**config.mk**
```make
export PLATFORM = sky130hd
export DESIGN_NAME = lar_regs
export DESIGN_NICKNAME = d
export VERILOG_FILES = /design/src/rtl/lar_pkg.sv /design/src/rtl/lar_route_reg.sv /design/src/rtl/lar_regs.sv
export VERILOG_INCLUDE_DIRS = /design/src /design/src/rtl
export SDC_FILE = /design/constraint.sdc
export NUM_CORES = 1
export LEC_CHECK = 0
export BUFFER_PORTS_ARGS = -buffer_cell sky130_fd_sc_hd__buf_2
export CORE_UTILIZATION = 45
export DETAILED_ROUTE_END_ITERATION = 8
export GPL_ROUTABILITY_DRIVEN = 0
export HOLD_SLACK_MARGIN = 0.1
export PLACE_DENSITY_LB_ADDON = 0.15
export SLEW_MARGIN = 20
export SYNTH_ARGS = -nofsm -noshare
export SYNTH_HDL_FRONTEND = slang
export SYNTH_SLANG_ARGS = --single-unit
```
**constraint.sdc**
```tcl
create_clock -name ref_clk_in -period 1.6 [get_ports ref_clk_in]
set_input_delay 0 -clock ref_clk_in [delete_from_list [all_inputs] [get_ports ref_clk_in]]
set_output_delay 0 -clock ref_clk_in [all_outputs]
set_load 0.01 [all_outputs]
```
**src/rtl/lar_params.svh**
```systemverilog
`ifndef LAR_PARAMS_SVH
`define LAR_PARAMS_SVH

// Register addresses on the control port
`define LAR_ADDR_LINE2_LEFT 7'h14
`define LAR_ADDR_RLINE1_LEFT 7'h15

// Field positions
`define LAR_MODE_BIT 7
`define LAR_LVL_MSB 6
`define LAR_LVL_LSB 3
`define LAR_BIAS_BIT 2

// Reset values and special codes
`define LAR_MODE_RST 1'b0
`define LAR_LVL_RST 4'hf
`define LAR_BIAS_RST 1'b0
`define LAR_LVL_DISCONNECT 4'hf
`define LAR_RDATA_UNMAPPED 8'h00

`endif

```
**src/rtl/lar_pkg.sv**
```systemverilog
package lar_pkg;

  // Control port request, one access per cycle
  typedef struct packed {
    logic wr;
    logic rd;
    logic [6:0] addr;
    logic [7:0] wdata;
  } lar_req_t;

  // Route settings toward the left mixer
  typedef struct packed {
    logic diff_mode;
    logic [3:0] level;
    logic connected;
  } lar_route_t;

endpackage

```
**src/rtl/lar_route_reg.sv**
```systemverilog
`timescale 1ns/1ns
`default_nettype none
`include "lar_params.svh"

module lar_route_reg #(
  parameter bit HAS_BIAS = 1'b1
) (
  // Clock, reset and enable
  input wire logic ref_clk_in,
  input wire logic rst_in,
  input wire logic ce_in,
  // Write side
  input wire logic wr_en_in,
  input wire logic [7:0] wdata_in,
  // Settings and readback
  output var lar_pkg::lar_route_t cfg_out,
  output logic bias_out,
  output logic [7:0] rdata_out
);
  import lar_pkg::*;

  logic mode_ff;
  logic [3:0] level_ff;
  logic conn_ff;
  logic bias_ff;
  logic [3:0] nxt_level;

  assign nxt_level = wdata_in[`LAR_LVL_MSB:`LAR_LVL_LSB];

  always_ff @(posedge ref_clk_in) begin
    if (rst_in) begin
      mode_ff <= `LAR_MODE_RST;
    end else if (ce_in && wr_en_in) begin
      mode_ff <= wdata_in[`LAR_MODE_BIT];
    end
  end

  always_ff @(posedge ref_clk_in) begin
    if (rst_in) begin
      level_ff <= `LAR_LVL_RST;
      conn_ff <= 1'b0;
    end else if (ce_in && wr_en_in) begin
      level_ff <= nxt_level;
      // Any code but the disconnect code attaches the input to the mixer
      conn_ff <= (nxt_level != `LAR_LVL_DISCONNECT);
    end
  end

  // Without a bias field the bit stays reserved and reads zero
  always_ff @(posedge ref_clk_in) begin
    if (rst_in) begin
      bias_ff <= `LAR_BIAS_RST;
    end else if (ce_in && wr_en_in && HAS_BIAS) begin
      bias_ff <= wdata_in[`LAR_BIAS_BIT];
    end
  end

  assign cfg_out = '{diff_mode: mode_ff, level: level_ff, connected: conn_ff};
  assign bias_out = bias_ff;
  // Reserved low bits are not stored, so they always read zero
  assign rdata_out = {mode_ff, level_ff, bias_ff, 2'b00};

endmodule
`default_nettype wire

```
**src/rtl/lar_regs.sv**
```systemverilog
//Contract
// Line-two mode bit: single-ended or differential
// Host keeps both line-two routes same mode
// Line-two level code, reset disconnect 1111
// Non-disconnect level code connects the input
// Host never writes reserved codes 1001-1110
// Bias bit weakly biases unselected inputs
// Reserved low bits read zero, host writes zeros
// Right-line-one mode bit, resets single-ended
// Host keeps right-line-one mode same everywhere
// Right-line-one level code, reset disconnect 1111
// Reads return last written fields, zeros reserved
`timescale 1ns/1ns
`default_nettype none
`include "lar_params.svh"

module lar_regs (
  // Clock, reset, enable
  input wire logic ref_clk_in,
  input wire logic rst_in,
  input wire logic ce_in,
  // Control port from the bus front end
  input wire lar_pkg::lar_req_t req_in,
  output logic [7:0] rd_data_out,
  output logic rd_valid_out,
  // Analog mixer controls
  output var lar_pkg::lar_route_t line2_left_cfg_out,
  output var lar_pkg::lar_route_t rline1_left_cfg_out,
  output logic cm_bias_en_out
);
  import lar_pkg::*;

  logic sel_line2;
  logic sel_rline1;
  logic [7:0] line2_rdata;
  logic [7:0] rline1_rdata;
  logic [7:0] nxt_rd_data;
  logic [7:0] rd_byte_ff;
  logic rd_valid_ff;

  // Address decode
  always_comb begin
    sel_line2 = 1'b0;
    sel_rline1 = 1'b0;
    if (req_in.addr == `LAR_ADDR_LINE2_LEFT) begin
      sel_line2 = 1'b1;
    end else if (req_in.addr == `LAR_ADDR_RLINE1_LEFT) begin
      sel_rline1 = 1'b1;
    end
  end

  lar_route_reg #(
    .HAS_BIAS(1'b1)
  ) u_line2_left (
    .ref_clk_in(ref_clk_in),
    .rst_in(rst_in),
    .ce_in(ce_in),
    .wr_en_in(req_in.wr && sel_line2),
    .wdata_in(req_in.wdata),
    .cfg_out(line2_left_cfg_out),
    .bias_out(cm_bias_en_out),
    .rdata_out(line2_rdata)
  );

  // This register has no bias field; bits 2-0 stay reserved
  lar_route_reg #(
    .HAS_BIAS(1'b0)
  ) u_rline1_left (
    .ref_clk_in(ref_clk_in),
    .rst_in(rst_in),
    .ce_in(ce_in),
    .wr_en_in(req_in.wr && sel_rline1),
    .wdata_in(req_in.wdata),
    .cfg_out(rline1_left_cfg_out),
    .bias_out(),
    .rdata_out(rline1_rdata)
  );

  // Read mux; a read in the same cycle as a write sees the old value
  always_comb begin
    if (sel_line2) begin
      nxt_rd_data = line2_rdata;
    end else if (sel_rline1) begin
      nxt_rd_data = rline1_rdata;
    end else begin
      nxt_rd_data = `LAR_RDATA_UNMAPPED;
    end
  end

  always_ff @(posedge ref_clk_in) begin
    if (rst_in) begin
      rd_byte_ff <= 8'h00;
    end else if (ce_in && req_in.rd) begin
      rd_byte_ff <= nxt_rd_data;
    end
  end

  // Valid holds while enable is low, so a stalled result is not lost
  always_ff @(posedge ref_clk_in) begin
    if (rst_in) begin
      rd_valid_ff <= 1'b0;
    end else if (ce_in) begin
      rd_valid_ff <= req_in.rd;
    end
  end

  assign rd_data_out = rd_byte_ff;
  assign rd_valid_out = rd_valid_ff;
endmodule
`default_nettype wire

```
Word level (Yosys, flattened, before mapping)
Cells that the tools add are included.
{ "totals": {"regBits": 22, "input_bits": 20, "out_inout_bits": 22, "wordCells": 22} }
{ "op_classes": {"n_eq_ne": 3, "n_mux": 5, "reduce_logical": 5} }
{ "ops": {"columns": ["cell", "n"], "rows": [
  ["two-way mux 8 bit", 2],
  ["== test 7 x 5 -> 1 bit, second input constant", 2],
  ["logical AND 1 bit", 5],
  ["inequality test 4 bit, second input constant", 1],
  ["two-way mux 1 bit", 3]
]} }

Logic depth before layout (Yosys ltp)
Gate-level depths: netlist of run 1.
{ "logic_depth": {"ltp_word": 5, "depth_mapped": 4, "mapped_depth_nobuf": 3} }

Hierarchy
Synthesis of run 1 repeated with hierarchy kept, for this count alone.
{ "unflattened": {"cells_unflattened": 116, "area_unflattened_um2": 1147.4} }
{ "by_module_without_submodules": {"columns": ["module", "n_inst", "cells_per_inst", "area_per_inst_um2", "seq_area_each_um2"], "rows": [
  ["lar_regs", 1, 45, 457.9, 180.2],
  ["lar_route_reg at u_line2_left", 1, 38, 369.1, 140.1],
  ["lar_route_reg at u_rline1_left", 1, 33, 320.3, 120.1]
]} }

Worst setup path before layout of run 1
Ideal clock, no wire load.
{ "synth_timing": {"kind": "input -> register", "start": "in req_in[14] (netlist name)", "end": "reg u_line2_left.level_ff[0]", "setup_time_ns": 0.121, "arrival_ns": 1.276, "t_required_ns": 1.479, "path_slack_ns": 0.203, "stages": 4, "n_path_buf": 1, "cell_sequence": "or4b_4 > or4_4 > buf_6 > mux2i_1"} }
{ "synth_between": {"elab_chain_len": 4} }
{ "synth_rtl": {"columns": ["item", "line", "source"], "rows": [
  ["start, declared", "lar_regs.sv:23", "input wire lar_pkg::lar_req_t req_in,"],
  ["== test 7 x 5 -> 1 bit (no source line)", null, null],
  ["two-way mux 1 bit", "lar_regs.sv:45", "if (req_in.addr == `LAR_ADDR_LINE2_LEFT) begin"],
  ["logical AND 1 bit", "lar_regs.sv:58", ".wr_en_in(req_in.wr && sel_line2),"],
  ["logical AND 1 bit", "lar_route_reg.sv:42", "end else if (ce_in && wr_en_in) begin"],
  ["end signal, assigned", "lar_route_reg.sv:40", "level_ff <= `LAR_LVL_RST;"],
  ["end signal, assigned", "lar_route_reg.sv:43", "level_ff <= nxt_level;"],
  ["end, declared", "lar_route_reg.sv:23", "logic [3:0] level_ff;"]
]} }
No other way between the ends.
A chain may end at the register's enable or synchronous reset.

Final worst setup path of run 1
{ "layout_timing": {"start": "in ce_in", "end": "reg rd_byte_ff[3] (netlist: rd_data_out[3])"} }
{ "layout_between": {"elab_chain_len": 1} }
{ "layout_rtl": {"columns": ["item", "line", "source"], "rows": [
  ["start, declared", "lar_regs.sv:21", "input wire logic ce_in,"],
  ["logical AND 1 bit", "lar_regs.sv:93", "end else if (ce_in && req_in.rd) begin"],
  ["end signal, assigned", "lar_regs.sv:94", "rd_byte_ff <= nxt_rd_data;"],
  ["end, declared", "lar_regs.sv:38", "logic [7:0] rd_byte_ff;"]
]} }
No other way between the ends.

==> impl_metrics.toml, run 1 <==
[yosys]
synth_adder_area_share = 0
synth-seq-cells = 20
synth_top_family_by_area = "simple AND/OR/NAND/NOR gates"
synth_compound_area_frac = 0.0517
synthMuxAreaShare = 0.191
synthXorXnorAreaFrac = 0
syn_area_per_cell_sq_um = 9.45
yosysTopAreaCell = "dfxtp_1"
postSynthCellCount = 100
ys_warn_count = 0
synth.distinct_cells = 20
synth_top_area_share = 0.424
synth_seq_area_share = 0.424
synth_area_sq_um = 945
yosys.area_share.simple = 0.250
ys_top_cells_by_area = "dfxtp_1 (42%), mux2i_1 (19%), nand2b_1 (6.0%), nor2_1 (5.2%), buf_4 (4.8%)"

[layout]
fill_cells = 201
drive_gt1_frac = 0.358
multi_input_area_sq_um = 475
final_cell_mix = "buf_2 (37), dfxtp_1 (20), mux2i_1 (18)"
instances_no_fill = 164
post-route-util = 0.612
mostFrequentLayoutCell = "buf_2"
diodes = 0
ff_latch_area_sq_um = 400
syn2layout_area_growth_pct = 27.2
layout.nets = 158

[route]
drt_iter0_markers = 12
finalWirelength_mm = 1.90
routedWlPerCell_microns = 11.6
ant_nets = 0
vias = 810
first_pass_iters = 4
drc = 0
viasPerCell = 4.94

[hold_path]
hp-class = "in -> reg"
hold_depth = 3

[global_routing]
grt_use_total = 0.187
overflow = 0
antenna_found_initial = 0
grt_max_degree = 28
grt_pass1_vias = 714
grt_pass1_wl_mm = 2.94

[floorplan]
die_h_microns = 47.8
core_sq_um = 1960
initial_core_util = 0.482
fp.dieW_microns = 47.8
die-area_sq_um = 2290
placementRows = 16
io_pins = 42

[sta]
fin_crit_ns = 1.39
slew_viol_final = 0
holdWs_ns = 0.0910
hold_violations = 0
clock_skew_ns = 0.00363
finalSetupTns_ns = 0
fin_crit_sh = 0.867
max_freq_mhz = 721
rsz0062_at_grt = "false"
setup_viol = 0

[setup_path]
critPathMaxStageDelay_ns = 0.68
cpMaxStageDelayCell = "or4_2"
worstPathRequired_ns = 1.84
cp-start-kind = "primary input"
critical_path.cell_chain = "dlygate4sd3_1 > buf_2 > nand2_2 > or4_2 > a21oi_1"
cp_max_fo = 12
path_class = "in -> reg"
critPathArrivalTime_ns = 1.62
reg2reg_depth = 3
cp-end-kind = "flop"

[clock_tree]
clk_latency_ns = 0.30
root_buffer = "clkbuf_4"
htree_levels = 1
clock_path_buffers = 2
cts.sinks = 20
cts_setup_buffers = 0
cts.reportedPaths.clkPinSlew_ns = 0.11
cts_buffers = 3
cts_tree = "done"

[place]
hpwlAfterDp_mm = 1.34
io_buffers = 37
post-place-cells = 153

[pwr]
ir_worst_vdd_v = 0.000482
cellPowerDensity_nw_per_um2 = 732
p_leak_nw = 0.609

[flow_run]
max-cap-violations = 0

[run_status]
status = "complete, no violations"
[path summary, 6_finish.rpt]
| path | to | startpoint | slack (ns) |
|---|---|---|---|
| max | rd_data_out[3] | ce_in | 0.21 |
| min | rd_valid_out | req_in[15] | 0.09 |
| max reg2reg | rd_data_out[7] | u_rline1_left.mode_ff | 0.40 |
| min reg2reg | rd_data_out[5] | rd_data_out[5] | 0.45 |
[state kept, by name, summed over array words and instances (netlist names)]
register                count
rd_data_out                 6
u_line2_left.mode_ff        1
u_rline1_left.level_ff      4
u_rline1_left.conn_ff       1
u_line2_left.level_ff       4
u_rline1_left.mode_ff       1
rd_valid_out                1
u_line2_left.bias_out       1
u_line2_left.conn_ff        1
[kinds of logic after synthesis]
kind of cell / count (synthesis)
and+or+nand+nor: 41
DFF: 20
muxes: 18
buffers and inverters: 12
AOI/OAI and AO/OA: 8
other: 1
[synthesized netlist by cell type]
cell type  count
a21oi_1        6
a32oi_1        1
a41o_1         1
and3_1         1
and4b_1        1
buf_4          6
buf_6          1
clkbuf_1       5
conb_1         1
dfxtp_1       20
mux2i_1       18
nand2_1        7
nand2b_1       9
nand3_1        1
nor2_1        13
nor2b_1        1
nor4b_1        1
or4_2          5
or4_4          1
or4b_4         1
[what timing repair did]
action,CTS,global route
endpoints found under the hold margin,14,0
hold buffers,7,0
setup endpoints to repair,0,3
resized for setup,0,1
[worst max-delay path, delay by kind of cell]
family	cells	cell delay, ns
and+or+nand+nor	2	0.82
AOI/OAI and AO/OA	1	0.15
buffers and inverters	2	0.66
[metrics by stage]
stage	cell area (sq um)	setup slack, ns	total power [W]
3_3_place_gp	1090	0.0689	0.000582
2_1_floorplan	948	0.203	0.000556
5_1_grt	1200	0.112	0.000914
4_1_cts	1200	0.128	0.000887
6_report	1200	0.213	0.000879
3_5_place_dp	1090	0.0559	0.000584
[metal layers]
| layer | wire length, microns | vias to the layer above | global-route usage |
|---|---|---|---|
| li1 | - | 414 | - |
| met3 | 104 | 4 | 0.0415 |
| met1 | 854 | 362 | 0.237 |
| met4 | 28 | 0 | 0.0944 |
| met5 | 0 | - | 0 |
| met2 | 914 | 30 | 0.297 |
[where the power goes]
group,internal (W),switching (W),leakage (nW)
logic,0.0000426,0.0000433,0.427
clock network,0.000139,0.000153,0.0210
registers,0.000500,0.00000104,0.162
total,0.000681,0.000198,0.609
[layout make-up]
cell class | instances | share of cell area
Multi-Input combinational cell | 69 | 0.396
Sequential cell | 20 | 0.333
Timing Repair Buffer | 44 | 0.213
Clock buffer | 4 | 0.0302
Tap cell | 27 | 0.0281
Note: power is estimated with default switching activity, not from simulation.
==> run 2: changes to the inputs <==
--- a/config.mk
+++ b/config.mk
@@ -11,7 +11,7 @@
 export DETAILED_ROUTE_END_ITERATION = 8
 export GPL_ROUTABILITY_DRIVEN = 0
 export HOLD_SLACK_MARGIN = 0.1
-export PLACE_DENSITY_LB_ADDON = 0.15
+export PLACE_DENSITY = 0.79
 export SLEW_MARGIN = 20
 export SYNTH_ARGS = -nofsm -noshare
 export SYNTH_HDL_FRONTEND = slang
==> run 2 against run 1 <==
Against the previous run: clock skew shrank 0.0032 ns; design area shrank 0.31%; fmax shrank 1.3%; sequential cell count is the same; global-route usage grew 1.3 points; via count grew 0.62%; worst setup slack lost 0.019 ns; register-to-register slack is essentially flat; combinational power grew 0.9%; largest power group unchanged.
==> impl_metrics.toml, run 2 (synthesis gave the netlist of run 1 again) <==
[run_status]
status = "complete, no violations"

[sta]
fin_crit_ns = 1.41
fin_crit_sh = 0.878
clock_skew_ns = 0.000406
setup_viol = 0
finalSetupTns_ns = 0
hold_violations = 0
max_freq_mhz = 711
finalWorstSetupSlack_ns = 0.194
slew_viol_final = 0
rsz0062_at_grt = "false"

[setup_path]
critPathMaxStageDelay_ns = 0.69
path_class = "in -> reg"
critPathArrivalTime_ns = 1.64
worstPathRequired_ns = 1.84
reg2reg_depth = 3
cp-start-kind = "primary input"
cp-end-kind = "flop"
cp_max_fo = 12
critical_path.cell_chain = "dlygate4sd3_1 > buf_2 > nand2_2 > or4_2 > a21oi_1"
cpMaxStageDelayCell = "or4_2"

[pwr]
intPower_w = 0.000632
p_leak_nw = 0.606
pwr-share-comb = 0.105
switching_power_w = 0.000191
seq_power_share = 0.609
p_clk_frac = 0.286
ir_worst_vdd_v = 0.000549
sw_frac_of_total = 0.232
cellPowerDensity_nw_per_um2 = 687

[clock_tree]
clock_path_buffers = 2
clk_latency_ns = 0.30
htree_levels = 1
cts.reportedPaths.clkPinSlew_ns = 0.10
cts.sinks = 20
cts_tree = "done"
root_buffer = "clkbuf_4"
cts_buffers = 3

[layout]
instances_no_fill = 164
final_cell_mix = "buf_2 (37), dfxtp_1 (20), mux2i_1 (18)"
layout.nets = 159
largest_register_ffs = 6
syn2layout_area_growth_pct = 26.8
fill_cells = 186
drive_gt1_frac = 0.350
post-route-util = 0.610
mostFrequentLayoutCell = "buf_2"
diodes = 0

[floorplan]
placementRows = 16
die_h_microns = 47.8
initial_core_util = 0.482
core_sq_um = 1960
die-area_sq_um = 2290
io_pins = 42
fp.dieW_microns = 47.8

[global_routing]
antenna_found_initial = 0
grt_pass1_vias = 760
grt_max_degree = 28
grt_use_total = 0.200
overflow = 0
grt_pass1_wl_mm = 3.10

[hold_path]
hp-class = "in -> reg"
hold_depth = 3

[route]
ant_nets = 0
first_pass_iters = 4
viasPerCell = 4.97
drc = 0
drt_iter0_markers = 13
vias = 815
finalWirelength_mm = 1.98
routedWlPerCell_microns = 12.1

[place]
hpwlAfterDp_mm = 1.44
post-place-cells = 153
dp_slack_ns = 0.0485
io_buffers = 37

[flow_run]
max-cap-violations = 0
[run 2: cell count changes in the layout (fill, tap and decap cells not counted)]
| cell | before | now |
|---|---|---|
| dlygate4sd3_1 | 7 | 8 |
| clkbuf_8 | 1 | 0 |
[run 2: routing by layer]
| layer | part of all wire | up-vias | track usage | wire length (microns) |
|---|---|---|---|---|
| met3 | 0.045 | 4 | 0.0415 | 88 |
| met4 | 0.020 | 0 | 0.122 | 40 |
| met1 | 0.44 | 374 | 0.235 | 877 |
| li1 | - | 411 | - | - |
| met5 | 0 | - | 0 | 0 |
| met2 | 0.49 | 26 | 0.332 | 970 |
[run 2: worst paths after layout]
| kind | end | slack (ns) | from |
|---|---|---|---|
| worst min register to register | rd_data_out[4] | 0.46 | rd_data_out[4] |
| worst max register to register | rd_data_out[3] | 0.39 | u_rline1_left.level_ff[0] |
| worst max-delay path | rd_data_out[6] | 0.19 | ce_in |
| worst min-delay path | rd_valid_out | 0.11 | req_in[15] |
[run 2: metrics by stage]
step	power [W]	area, sq um	hold WS (ns)
after floorplan	0.000556	948	0.152
after global placement	0.000581	1090	0.264
after detailed placement	0.000583	1090	0.264
after CTS	0.000827	1190	0.108
after global routing	0.000859	1200	0.113
final	0.000823	1200	0.111
[run 2: area by class of cell]
type	instances	area (sq um)	share of cell area
clock buffers	3	22.5	0.0188
multi-input cells	69	475	0.397
flip-flops and latches	20	400	0.334
well taps	27	33.8	0.0282
repair buffers	45	265	0.222
[run 2: what timing repair did]
item,CTS,global route
resized for setup,0,1
setup endpoints to repair,0,1
endpoints found under the hold margin,15,0
buffers inserted,0,0
hold buffers,8,0
[run 2: worst max-delay path, delay by kind of cell]
family          cells  cell delay (ns)
compound gates      1             0.15
buf+inv             2             0.66
simple gates        2             0.83
[run 2: power by group through the flow]
| stage | registers [W] | logic, W | clock network (W) |
|---|---|---|---|
| global route | 0.000501 | 0.0000975 | 0.000260 |
| floorplan | 0.000513 | 0.0000431 | 0 |
| global placement | 0.000512 | 0.0000685 | 0 |
| CTS | 0.000501 | 0.0000856 | 0.000240 |
| finish | 0.000501 | 0.0000867 | 0.000235 |
| detailed placement | 0.000512 | 0.0000707 | 0 |
==> run 3: changes to the inputs <==
--- a/config.mk
+++ b/config.mk
@@ -12,6 +12,7 @@
 export GPL_ROUTABILITY_DRIVEN = 0
 export HOLD_SLACK_MARGIN = 0.1
 export PLACE_DENSITY = 0.79
+export REMOVE_ABC_BUFFERS = 1
 export SLEW_MARGIN = 20
 export SYNTH_ARGS = -nofsm -noshare
 export SYNTH_HDL_FRONTEND = slang
==> run 3 against run 2 <==
Against the previous run: sequential power about the same; sequential cell count did not move; clock power up 74%; die area stayed put; sequential share of layout area fell by 0.95 points; critical endpoint unchanged; count of clock-buffer cells in the layout unchanged; worst setup slack got worse by 0.10 ns; final cell count increased by 1.2%; design area increased by 2.9%; wire length grew 3.7%; non-clock buffer count up 1; hold slack lost 0.0034 ns.
==> impl_metrics.toml, run 3 (synthesis gave the netlist of run 1 again) <==
[run_status]
status = "complete, no violations"

[setup_path]
cp-start-kind = "primary input"
reg2reg_slack_ns = 0.38
critPathArrivalTime_ns = 1.74
path_class = "in -> reg"
cp_max_fo = 12
cp-end-kind = "flop"
worstPathRequired_ns = 1.83

[route]
drc = 0
viasPerCell = 5.10
drt_iter0_markers = 10
routedWlPerCell_microns = 12.3
first_pass_iters = 4
finalWirelength_mm = 2.05
vias = 846
ant_nets = 0

[clock_tree]
cts-resized-gates = 0
cts.reportedPaths.clkPinSlew_ns = 0.11
clock_path_buffers = 2
htree_levels = 1
root_buffer = "clkbuf_4"
cts.sinks = 20
cts_buffers = 3
clk_latency_ns = 0.29
cts_tree = "done"

[global_routing]
grt_max_degree = 28
overflow = 0
grt_pass1_wl_mm = 3.12
grt_pass1_vias = 794
antenna_found_initial = 0
grt_use_total = 0.198

[sta]
slew_viol_final = 0
rsz0062_at_grt = "false"
max_freq_mhz = 663
setup_viol = 0
fin_crit_ns = 1.51
finalSetupTns_ns = 0
hold_violations = 0
clock_skew_ns = 0.000676
fin_crit_sh = 0.943

[hold_path]
hp-class = "in -> reg"

[floorplan]
initial_core_util = 0.482
die-area_sq_um = 2290
core_sq_um = 1960
fp.dieW_microns = 47.8
placementRows = 16
die_h_microns = 47.8
io_pins = 42

[layout]
post-route-util = 0.628
ff_latch_area_sq_um = 400
mostFrequentLayoutCell = "buf_2"
layout.nets = 160
drive_gt1_frac = 0.353
largest_register_ffs = 6
final_cell_mix = "buf_2 (37), dfxtp_1 (20), mux2i_1 (18)"
multi_input_area_sq_um = 473
syn2layout_area_growth_pct = 30.5
diodes = 0
fill_cells = 188

[place]
io_buffers = 37
hpwlAfterDp_mm = 1.45

[pwr]
p_leak_nw = 0.624
cellPowerDensity_nw_per_um2 = 809
ir_worst_vdd_v = 0.000514

[flow_run]
max-cap-violations = 0
==> run 3: final cells by class <==
cell class	instances	share of cell area
clock buffer	3	0.0183
clock inverter	1	0.0244
sequential	20	0.325
tap	27	0.0274
timing repair buffer	46	0.221
multi-input combinational	69	0.384
==> run 3: layer usage <==
metal,GRT usage,wire (microns)
met5,0,0
met4,0.0611,9
met3,0.0642,159
met2,0.365,1020
met1,0.212,862
==> run 3: power by group <==
part / leakage (nW) / switching [W] / total, W / internal [W]
Clock: 0.0279 / 0.000155 / 0.000408 / 0.000253
Combinational: 0.435 / 0.0000434 / 0.0000873 / 0.0000439
Sequential: 0.162 / 0.000000962 / 0.000501 / 0.000500
Total: 0.624 / 0.000200 / 0.000997 / 0.000797
==> run 3: stage by stage <==
| stage | setup WS (ns) | cell area, sq um | instances | power (W) | hold slack, ns |
|---|---|---|---|---|---|
| floorplan | 0.242 | 873 | 89 | 0.000540 | 0.0691 |
| global placement | 0.0663 | 1100 | 154 | 0.000581 | 0.264 |
| detailed placement | 0.0343 | 1100 | 154 | 0.000584 | 0.272 |
| CTS | 0.111 | 1230 | 166 | 0.00100 | 0.104 |
| global route | 0.0425 | 1230 | 166 | 0.00104 | 0.123 |
| finish | 0.0907 | 1230 | 166 | 0.000997 | 0.108 |
==> run 3: timing repair <==
item	in CTS	in global routing
hold endpoints to repair	15	0
buffers inserted	0	0
hold buffers	8	0
==> run 3: worst max-delay path, stage by stage <==
cell	delay [ns]
dlygate4sd3_1	0.52
buf_2	0.13
nand2_1	0.20
or4_2	0.72
a21oi_1	0.16
==> run 3: final timing paths <==
kind,depth (start not counted),from,endpoint
setup / recovery,5,ce_in,rd_data_out[6]
hold / removal,2,rst_in,rd_data_out[2]
setup reg to reg,3,u_rline1_left.level_ff[1],rd_data_out[4]
hold reg to reg,2,rd_data_out[3],rd_data_out[3]
